`config.mk`:
```
export PLATFORM = sky130hd
export DESIGN_NAME = btg_top
export DESIGN_NICKNAME = d
export VERILOG_FILES = /design/src/btg_pkg.sv /design/src/btg_osc.sv /design/src/btg_top.sv
export SDC_FILE = /design/constraint.sdc
export NUM_CORES = 2
export LEC_CHECK = 0
export BUFFER_PORTS_ARGS = -buffer_cell sky130_fd_sc_hd__buf_4
export CAP_MARGIN = 20
export CORE_UTILIZATION = 49
export CTS_CLUSTER_DIAMETER = 100
export DETAILED_ROUTE_END_ITERATION = 7
export GPL_ROUTABILITY_DRIVEN = 0
export PLACE_DENSITY = 0.75
export REMOVE_ABC_BUFFERS = 1
export SYNTH_ARGS = -nofsm -noshare
export SYNTH_HDL_FRONTEND = slang
export SYNTH_SLANG_ARGS = --single-unit
```
`constraint.sdc`:
```
create_clock -name core_clk -period 8.1 [get_ports core_clk]
set_clock_uncertainty 0.05 [all_clocks]
set_input_delay 1.62 -clock core_clk [delete_from_list [all_inputs] [get_ports core_clk]]
set_output_delay 1.62 -clock core_clk [all_outputs]
set_load 0.1 [all_outputs]
```
`src/btg_pkg.sv`:
```
// Shared constants and types for the billing tone generator
package btg_pkg;

  // ==========================================================
  // Register bus
  localparam int BTG_DW = 16;
  localparam int BTG_AW = 4;
  localparam logic [3:0] BTG_REG_CTRL = 4'h0;
  localparam logic [3:0] BTG_REG_FREQ = 4'h1;
  localparam logic [3:0] BTG_REG_AMP = 4'h2;
  localparam logic [3:0] BTG_REG_STEP = 4'h3;
  localparam logic [3:0] BTG_REG_CLIP = 4'h4;
  localparam logic [3:0] BTG_REG_ONCNT = 4'h5;
  localparam logic [3:0] BTG_REG_OFFCNT = 4'h6;
  localparam logic [3:0] BTG_REG_IRQFLAG = 4'h7;
  localparam logic [3:0] BTG_REG_IRQMASK = 4'h8;
  localparam logic [3:0] BTG_REG_VOLUME = 4'h9;

  // ==========================================================
  // Field positions
  localparam int BTG_CTRL_EN_BIT = 0;
  localparam int BTG_CTRL_ONT_BIT = 1;
  localparam int BTG_CTRL_OFFT_BIT = 2;
  localparam int BTG_CTRL_PRES_BIT = 3;
  localparam int BTG_CTRL_W = 3;
  localparam int BTG_IRQ_ON_BIT = 0;
  localparam int BTG_IRQ_OFF_BIT = 1;
  localparam int BTG_IRQ_W = 2;
  localparam int BTG_FREQ_LSB = 3;

  // ==========================================================
  // Reset values and arithmetic constants
  localparam logic [15:0] BTG_ZERO16 = 16'h0000;
  localparam logic [15:0] BTG_VOL_MAX = 16'h7fff;
  localparam logic [15:0] BTG_CNT_LAST = 16'h0001;
  localparam int BTG_COEFF_SHIFT = 13;
  localparam int BTG_VOL_SHIFT = 15;
  localparam logic signed [31:0] BTG_SAT_HI = 32'sh00007fff;
  localparam logic signed [31:0] BTG_SAT_LO = -32'sh00008000;

  // ==========================================================
  // Timing
  localparam int BTG_CLK_HZ = 100000000;
  localparam int BTG_SAMPLE_RATE_HZ = 64000;
  localparam int BTG_TICK_US = 125;
  localparam int BTG_SAMPLES_PER_TICK =
    BTG_SAMPLE_RATE_HZ * BTG_TICK_US / 1000000;
  localparam logic [2:0] BTG_SPT_LAST = 3'(BTG_SAMPLES_PER_TICK - 1);

  // ==========================================================
  // Cadence states
  typedef enum logic [1:0] {
    BTG_CAD_IDLE = 2'b00,
    BTG_CAD_ON = 2'b01,
    BTG_CAD_OFF = 2'b10
  } btg_cad_e;

endpackage

```
`src/btg_osc.sv`:
```
// Two-pole resonator producing the tone sinusoid
`timescale 1ns/1ps
module btg_osc (
  input wire logic core_clk,
  input wire logic rst,
  input wire logic ce,
  input wire logic sample_en,
  input wire logic restart,
  input wire logic [15:0] coeff,
  input wire logic [15:0] amp,
  output logic signed [15:0] osc_out
);
  import btg_pkg::*;

  logic signed [15:0] y1;
  logic signed [15:0] y2;

  // ==========================================================
  // Recurrence y0 = 2*c*y1 - y2, c held in upper coefficient bits
  wire signed [15:0] c_w = {coeff[15:BTG_FREQ_LSB], BTG_FREQ_LSB'(0)};
  wire signed [31:0] prod_w = c_w * y1;
  wire signed [31:0] fb_w = (prod_w >>> BTG_COEFF_SHIFT) - 32'(y2);
  wire signed [15:0] y0_w = (fb_w > BTG_SAT_HI) ? BTG_SAT_HI[15:0] :
                            (fb_w < BTG_SAT_LO) ? BTG_SAT_LO[15:0] :
                            fb_w[15:0];

  always_ff @(posedge core_clk or posedge rst) begin
    if (rst) begin
      y1 <= '0;
      y2 <= '0;
    end else if (ce) begin
      if (restart) begin
        y1 <= amp;
        y2 <= '0;
      end else if (sample_en) begin
        y1 <= y0_w;
        y2 <= y1;
      end
    end
  end

  assign osc_out = y1;

  osc_shift_a: assert property (@(posedge core_clk) disable iff (rst)
    ce && sample_en && !restart |=> y2 == $past(y1) && y1 == $past(y0_w))
    else $error("oscillator did not advance");

endmodule

```
`src/btg_top.sv`:
```
// Billing tone generator: oscillator, envelope, cadence, registers
//
// Implementation choices: the register addresses and strobed register access.
`timescale 1ns/1ps
module btg_top #(
  parameter int CLK_HZ = btg_pkg::BTG_CLK_HZ
) (
  input wire logic core_clk,
  input wire logic rst,
  input wire logic ce,
  input wire logic [btg_pkg::BTG_AW-1:0] reg_addr,
  input wire logic [btg_pkg::BTG_DW-1:0] reg_wdata,
  input wire logic reg_wr,
  input wire logic reg_rd,
  output logic [btg_pkg::BTG_DW-1:0] reg_rdata,
  input wire logic signed [15:0] tx_level,
  output logic signed [15:0] dac_sample,
  output logic dac_valid,
  output logic irq_n
);
  import btg_pkg::*;

  localparam logic [31:0] CLK_W = 32'(CLK_HZ);
  localparam logic [31:0] RATE_W = 32'(BTG_SAMPLE_RATE_HZ);

  // ==========================================================
  // Software registers
  logic [BTG_CTRL_W-1:0] tone_control_reg;
  logic [15:0] tone_freq_coeff;
  logic [15:0] tone_amp_coeff;
  logic [15:0] envelope_step;
  logic [15:0] agc_clip_threshold;
  logic [15:0] on_period_count;
  logic [15:0] off_period_count;
  logic [BTG_IRQ_W-1:0] irq_flag_reg;
  logic [BTG_IRQ_W-1:0] irq_mask_reg;

  // ==========================================================
  // Internal state
  logic [31:0] rate_acc;
  logic [2:0] tick_cnt;
  logic [15:0] volume;
  logic clip_seen;
  btg_cad_e cad_state;
  btg_cad_e next_cad_state;
  logic [15:0] cad_cnt;
  logic [15:0] next_cad_cnt;
  logic on_expire;
  logic off_expire;
  logic signed [15:0] osc_out;

  wire tone_generator_enable = tone_control_reg[BTG_CTRL_EN_BIT];
  wire on_timer_enable = tone_control_reg[BTG_CTRL_ONT_BIT];
  wire off_timer_enable = tone_control_reg[BTG_CTRL_OFFT_BIT];
  wire on_expiry_irq_enable = irq_mask_reg[BTG_IRQ_ON_BIT];
  wire off_expiry_irq_enable = irq_mask_reg[BTG_IRQ_OFF_BIT];
  wire on_expiry_irq_flag = irq_flag_reg[BTG_IRQ_ON_BIT];
  wire off_expiry_irq_flag = irq_flag_reg[BTG_IRQ_OFF_BIT];

  // ==========================================================
  // Bus decode
  wire wr_ctrl = reg_wr && reg_addr == BTG_REG_CTRL;
  wire wr_freq = reg_wr && reg_addr == BTG_REG_FREQ;
  wire wr_amp = reg_wr && reg_addr == BTG_REG_AMP;
  wire wr_step = reg_wr && reg_addr == BTG_REG_STEP;
  wire wr_clip = reg_wr && reg_addr == BTG_REG_CLIP;
  wire wr_oncnt = reg_wr && reg_addr == BTG_REG_ONCNT;
  wire wr_offcnt = reg_wr && reg_addr == BTG_REG_OFFCNT;
  wire wr_mask = reg_wr && reg_addr == BTG_REG_IRQMASK;
  wire rd_flag = reg_rd && reg_addr == BTG_REG_IRQFLAG;

  wire waveform_present = volume != BTG_ZERO16;
  wire [15:0] ctrl_rd_w = 16'({waveform_present, tone_control_reg});
  wire [15:0] rd_mux_w =
    (reg_addr == BTG_REG_CTRL) ? ctrl_rd_w :
    (reg_addr == BTG_REG_FREQ) ? tone_freq_coeff :
    (reg_addr == BTG_REG_AMP) ? tone_amp_coeff :
    (reg_addr == BTG_REG_STEP) ? envelope_step :
    (reg_addr == BTG_REG_CLIP) ? agc_clip_threshold :
    (reg_addr == BTG_REG_ONCNT) ? on_period_count :
    (reg_addr == BTG_REG_OFFCNT) ? off_period_count :
    (reg_addr == BTG_REG_IRQFLAG) ? 16'(irq_flag_reg) :
    (reg_addr == BTG_REG_IRQMASK) ? 16'(irq_mask_reg) :
    (reg_addr == BTG_REG_VOLUME) ? volume : BTG_ZERO16;

  always_ff @(posedge core_clk or posedge rst) begin
    if (rst) begin
      tone_control_reg <= '0;
      tone_freq_coeff <= BTG_ZERO16;
      tone_amp_coeff <= BTG_ZERO16;
      envelope_step <= BTG_ZERO16;
      agc_clip_threshold <= BTG_ZERO16;
      on_period_count <= BTG_ZERO16;
      off_period_count <= BTG_ZERO16;
      irq_mask_reg <= '0;
      reg_rdata <= BTG_ZERO16;
    end else if (ce) begin
      if (wr_ctrl) tone_control_reg <= reg_wdata[BTG_CTRL_W-1:0];
      if (wr_freq) tone_freq_coeff <= reg_wdata;
      if (wr_amp) tone_amp_coeff <= reg_wdata;
      if (wr_step) envelope_step <= reg_wdata;
      if (wr_clip) agc_clip_threshold <= reg_wdata;
      if (wr_oncnt) on_period_count <= reg_wdata;
      if (wr_offcnt) off_period_count <= reg_wdata;
      if (wr_mask) irq_mask_reg <= reg_wdata[BTG_IRQ_W-1:0];
      reg_rdata <= reg_rd ? rd_mux_w : BTG_ZERO16;
    end
  end

  // ==========================================================
  // Sample and 125 us tick generation
  wire [31:0] acc_sum_w = rate_acc + RATE_W;
  wire sample_tick = acc_sum_w >= CLK_W;
  wire [31:0] next_acc = sample_tick ? acc_sum_w - CLK_W : acc_sum_w;
  wire env_tick = sample_tick && tick_cnt == BTG_SPT_LAST;

  always_ff @(posedge core_clk or posedge rst) begin
    if (rst) begin
      rate_acc <= '0;
      tick_cnt <= '0;
    end else if (ce) begin
      rate_acc <= next_acc;
      if (sample_tick) tick_cnt <= env_tick ? '0 : tick_cnt + 3'(1);
    end
  end

  // ==========================================================
  // Cadence sequencer
  always_comb begin
    next_cad_state = cad_state;
    next_cad_cnt = cad_cnt;
    on_expire = 1'b0;
    off_expire = 1'b0;
    case (cad_state)
      BTG_CAD_IDLE: begin
        if (tone_generator_enable) begin
          next_cad_state = BTG_CAD_ON;
          next_cad_cnt = on_period_count;
        end
      end
      BTG_CAD_ON: begin
        if (!tone_generator_enable) begin
          next_cad_state = BTG_CAD_IDLE;
        end else if (env_tick && on_timer_enable) begin
          if (cad_cnt <= BTG_CNT_LAST) begin
            on_expire = 1'b1;
            next_cad_state = BTG_CAD_OFF;
            next_cad_cnt = off_period_count;
          end else begin
            next_cad_cnt = cad_cnt - BTG_CNT_LAST;
          end
        end
      end
      BTG_CAD_OFF: begin
        if (!tone_generator_enable) begin
          next_cad_state = BTG_CAD_IDLE;
        end else if (env_tick && off_timer_enable) begin
          if (cad_cnt <= BTG_CNT_LAST) begin
            off_expire = 1'b1;
            next_cad_state = BTG_CAD_ON;
            next_cad_cnt = on_period_count;
          end else begin
            next_cad_cnt = cad_cnt - BTG_CNT_LAST;
          end
        end
      end
      default: begin
        next_cad_state = BTG_CAD_IDLE;
      end
    endcase
  end

  always_ff @(posedge core_clk or posedge rst) begin
    if (rst) begin
      cad_state <= BTG_CAD_IDLE;
      cad_cnt <= BTG_ZERO16;
    end else if (ce) begin
      cad_state <= next_cad_state;
      cad_cnt <= next_cad_cnt;
    end
  end

  wire tone_on = cad_state == BTG_CAD_ON;

  // ==========================================================
  // Interrupt flags, set wins over clear-on-read
  wire [BTG_IRQ_W-1:0] irq_set_w = {off_expire && off_expiry_irq_enable,
                                    on_expire && on_expiry_irq_enable};
  wire [BTG_IRQ_W-1:0] irq_keep_w = rd_flag ? '0 : irq_flag_reg;
  wire [BTG_IRQ_W-1:0] next_irq_flag = irq_set_w | irq_keep_w;

  always_ff @(posedge core_clk or posedge rst) begin
    if (rst) begin
      irq_flag_reg <= '0;
    end else if (ce) begin
      irq_flag_reg <= next_irq_flag;
    end
  end

  assign irq_n = ~(on_expiry_irq_flag | off_expiry_irq_flag);

  // ==========================================================
  // Envelope with clip-detect AGC
  wire [15:0] tx_abs_w = tx_level[15] ? 16'(-tx_level) : tx_level;
  wire clip_now = tx_abs_w > agc_clip_threshold;
  wire clip_halt = clip_now || clip_seen;
  wire [16:0] vol_up_w = {1'b0, volume} + {1'b0, envelope_step};
  wire [15:0] vol_inc_w = (vol_up_w > {1'b0, BTG_VOL_MAX}) ?
                          BTG_VOL_MAX : vol_up_w[15:0];
  wire [15:0] vol_dec_w = (volume < envelope_step) ?
                          BTG_ZERO16 : volume - envelope_step;
  wire [15:0] next_volume = !env_tick ? volume :
                            !tone_on ? vol_dec_w :
                            clip_halt ? volume : vol_inc_w;

  always_ff @(posedge core_clk or posedge rst) begin
    if (rst) begin
      volume <= BTG_ZERO16;
      clip_seen <= 1'b0;
    end else if (ce) begin
      volume <= next_volume;
      clip_seen <= tone_on && clip_halt;
    end
  end

  // ==========================================================
  // Oscillator and DAC product
  wire osc_restart = !tone_on && volume == BTG_ZERO16;

  btg_osc u_osc (
    .core_clk(core_clk),
    .rst(rst),
    .ce(ce),
    .sample_en(sample_tick),
    .restart(osc_restart),
    .coeff(tone_freq_coeff),
    .amp(tone_amp_coeff),
    .osc_out(osc_out)
  );

  wire signed [31:0] dac_prod_w = osc_out * $signed({1'b0, volume[14:0]});
  wire signed [15:0] dac_scaled_w = dac_prod_w[BTG_VOL_SHIFT +: 16];

  always_ff @(posedge core_clk or posedge rst) begin
    if (rst) begin
      dac_sample <= '0;
      dac_valid <= 1'b0;
    end else if (ce) begin
      dac_valid <= sample_tick;
      if (sample_tick) dac_sample <= dac_scaled_w;
    end
  end

  // ==========================================================
  // Checks
  irq_pin_a: assert property (@(posedge core_clk) disable iff (rst)
    irq_n == !(on_expiry_irq_flag || off_expiry_irq_flag))
    else $error("interrupt pin disagrees with flags");

  flag_clear_a: assert property (@(posedge core_clk) disable iff (rst)
    ce && rd_flag && !on_expire && !off_expire |=> irq_flag_reg == '0)
    else $error("flag read did not clear flags");

  mask_gate_a: assert property (@(posedge core_clk) disable iff (rst)
    $rose(on_expiry_irq_flag) |-> $past(on_expiry_irq_enable)
      && $past(on_expire))
    else $error("on flag set while masked");

  expiry_flag_a: assert property (@(posedge core_clk) disable iff (rst)
    ce && off_expire && off_expiry_irq_enable |=> off_expiry_irq_flag)
    else $error("off expiry lost");

  vol_ceiling_a: assert property (@(posedge core_clk) disable iff (rst)
    volume <= BTG_VOL_MAX)
    else $error("volume above ceiling");

  attack_step_a: assert property (@(posedge core_clk) disable iff (rst)
    ce && env_tick && tone_on && !clip_halt
      && vol_up_w <= {1'b0, BTG_VOL_MAX}
      |=> volume == $past(volume) + $past(envelope_step))
    else $error("attack step wrong");

  clip_hold_a: assert property (@(posedge core_clk) disable iff (rst)
    ce && env_tick && tone_on && clip_now |=> volume == $past(volume))
    else $error("ramp not halted by clip");

  decay_step_a: assert property (@(posedge core_clk) disable iff (rst)
    ce && env_tick && !tone_on && volume >= envelope_step
      |=> volume == $past(volume) - $past(envelope_step))
    else $error("decay step wrong");

  present_a: assert property (@(posedge core_clk) disable iff (rst)
    ctrl_rd_w[BTG_CTRL_PRES_BIT] == (volume != BTG_ZERO16))
    else $error("present bit wrong");

  dac_prod_a: assert property (@(posedge core_clk) disable iff (rst)
    ce && sample_tick |=> dac_valid && dac_sample == $past(dac_scaled_w))
    else $error("DAC sample not the product");

  timer_dec_a: assert property (@(posedge core_clk) disable iff (rst)
    ce && env_tick && tone_on && tone_generator_enable && on_timer_enable
      && cad_cnt > BTG_CNT_LAST |=> cad_cnt == $past(cad_cnt) - 16'h0001)
    else $error("on timer did not count");

  cadence_a: assert property (@(posedge core_clk) disable iff (rst)
    ce && on_expire |=> cad_state == BTG_CAD_OFF
      && cad_cnt == $past(off_period_count))
    else $error("off period not started");

endmodule

```
==> results.cfg <==
[outcome]
status = complete, but fails checks
violations = setup timing

[worst_setup_path]
worstPathArrival_ns = 8.59
worstPathRequired_ns = 8.49
cp-end-kind = flop
crit_path_frequent_cell = fa_1
crit_path_start = tone_freq_coeff[4]
slowest_delay_ns = 0.58
slowest_stage = or4b_4
critPathKind = reg -> reg
worstReg2RegStart = tone_freq_coeff[4]
cp_max_fo = 6
r2r_slack_ns = -0.09
worstSetupStartpointType = flop

[cts]
cts_tree = built
htreeDepth = 1
clk_latency_ns = 0.59
numCtsBuffers = 27
clockBufferDepth = 3
clk_pin_slew_ns = 0.07
clockRootBuffer = clkbuf_16
hold_buffers = 0
clock-sinks = 230

[global_routing]
antenna_found_initial = 0
grt_overflow = 0
grt_usage = 0.263
grt_pass1_wl_um = 134000
grt_max_degree = 124
first_global_vias = 24900

[die]
rows = 91
start_util = 0.499
core_area_um2 = 62100
chipWidth_um = 253
dieArea_um2 = 64200
ios = 75
die_y_um = 253

[logic_synthesis]
yosys.cell_types.count = 88
synth_edf_count = 0
ys_seq_area_frac = 0.186
yosysWarnings = 0
synth_ff_type = dfrtp_1
synth_seq_cells = 230
syn_avg_cell_area_um2 = 9.12
syn_inst = 3393
synthesis.area_um2 = 30900
synth-async-reset-ratio = 1.00

[sta]
finalHoldViolations = 0
slew_headroom = 0.266
slew_violations = 0
whs_ns = 0.429
max_freq_ghz = 0.122
setup_ws_ns = -0.0915
rsz0062_at_grt = yes
period_needed_ns = 8.19
max_slew.worst_pin.slew_ns = 1.10
fin_crit_sh = 1.01
finalSetupViolations = 15

[final_layout]
fin_util = 0.551
syn_to_final_growth_pct = 10.5
drive_above_1_share = 0.131
nets = 4158
final_common_cell = inv_1
final_cells = 4315
fillers = 5404
largest_reg_flops = 24
regMostFlops = rate_acc
design_area_um2 = 34200
most-common-layout-cells = inv_1 (529), fa_1 (436), nand2_1 (409)

[route]
drt_first_pass_iters = 6
vias = 24500
viasPerCell = 5.67
drc_errors = 0
ant_nets = 0
wl_per_cell_um = 19.0
drtIter0Drc = 2108
routed_wl_um = 82000

[run]
max-cap-violations = 0

[min_path]
min_path_type = reg -> reg
worstHoldStart = dac_sample[2]

[placement]
placed_cells = 4255
dp_hpwl_um = 62300
io_buffers = 74
postPlaceCellArea_um2 = 32900
-- cell families (layout without fill, tap and decap cells) --
kind of cell | after synthesis | count (layout) | share of synthesized area
fa+ha+maj | 662 | 662 | 0.374
compound gates | 554 | 554 | 0.117
simple gates | 963 | 963 | 0.152
flops | 230 | 230 | 0.186
xor+xnor | 149 | 149 | 0.0422
mux | 108 | 108 | 0.0391
buf+inv | 727 | 811 | 0.0904
other cells | 0 | 1 | 0
-- layout make-up --
cell class                 count  area, um^2  share of cell area
multi-input combinational   2436       22700               0.662
sequential                   230        5760               0.168
inverter                     535        2020              0.0589
timing repair buffer         226        1740              0.0508
tap                          837        1050              0.0306
clock buffer                  31         711              0.0208
clock inverter                19         268             0.00783
antenna                        1        2.50           0.0000732
-- per-stage QoR --
step / TNS, ns / setup WS (ns)
after floorplan: -2.99 / -0.336
after global placement: -1.50 / -0.163
after detailed placement: -3.73 / -0.290
after CTS: -0.0197 / -0.00655
after global routing: -4.88 / -0.367
final: -0.701 / -0.0915
-- path summary, 6_finish.rpt --
check,to,cells after the start
worst max register to register,u_osc.osc_out[3],34
worst min register to register,dac_sample[2],2
min in group asynchronous,dac_sample[11],2
worst min-delay path,dac_sample[2],2
worst max-delay path,u_osc.osc_out[3],34
max in group asynchronous,tone_freq_coeff[15],3
-- Yosys cell counts, drive strengths merged, types with 12 or more instances --
library cell	count	area share
a211oi	27	0.0065
a21o	26	0.0063
a21oi	117	0.019
a22o	16	0.0045
a22oi	37	0.0090
a31oi	16	0.0032
and2	209	0.042
and3	19	0.0038
buf	36	0.0065
clkbuf	156	0.019
dfrtp	230	0.19
fa	437	0.28
ha	224	0.091
inv	534	0.065
mux2	102	0.037
nand2	409	0.050
nand2b	24	0.0049
nand3	37	0.0060
nand4	23	0.0046
nor2	132	0.016
nor2b	12	0.0024
nor3	36	0.0062
nor4	13	0.0033
o21a	15	0.0036
o21ai	164	0.027
o22ai	21	0.0042
o2bb2ai	12	0.0034
o31ai	12	0.0031
or2	13	0.0026
xnor2	112	0.032
xor2	37	0.010
-- per-layer routing --
metal	wire length, um	global-route usage
met5	0	0
met4	3660	0.105
met3	6490	0.0448
met2	38300	0.422
met1	33600	0.353
-- repair_timing --
item                                    4_1_cts  5_1_grt
resized for setup                            21       66
gates cloned                                  1        1
setup buffers                                 1        6
pin swaps                                    10       55
endpoints found under the setup margin       15       16
-- critical path: cells and delay by family (launching register included) --
family / cells / cell delay (ns)
adder cells (fa/ha/maj): 8 / 3.35
AND/OR/NAND/NOR: 5 / 1.02
XOR/XNOR: 1 / 0.08
buffers and inverters: 6 / 0.56
AO/OA/AOI/OAI: 14 / 2.54
flip-flops: 1 / 0.42
Power is not shown: default switching activity piles up to over one toggle a cycle in this logic, so the estimate is an artifact.
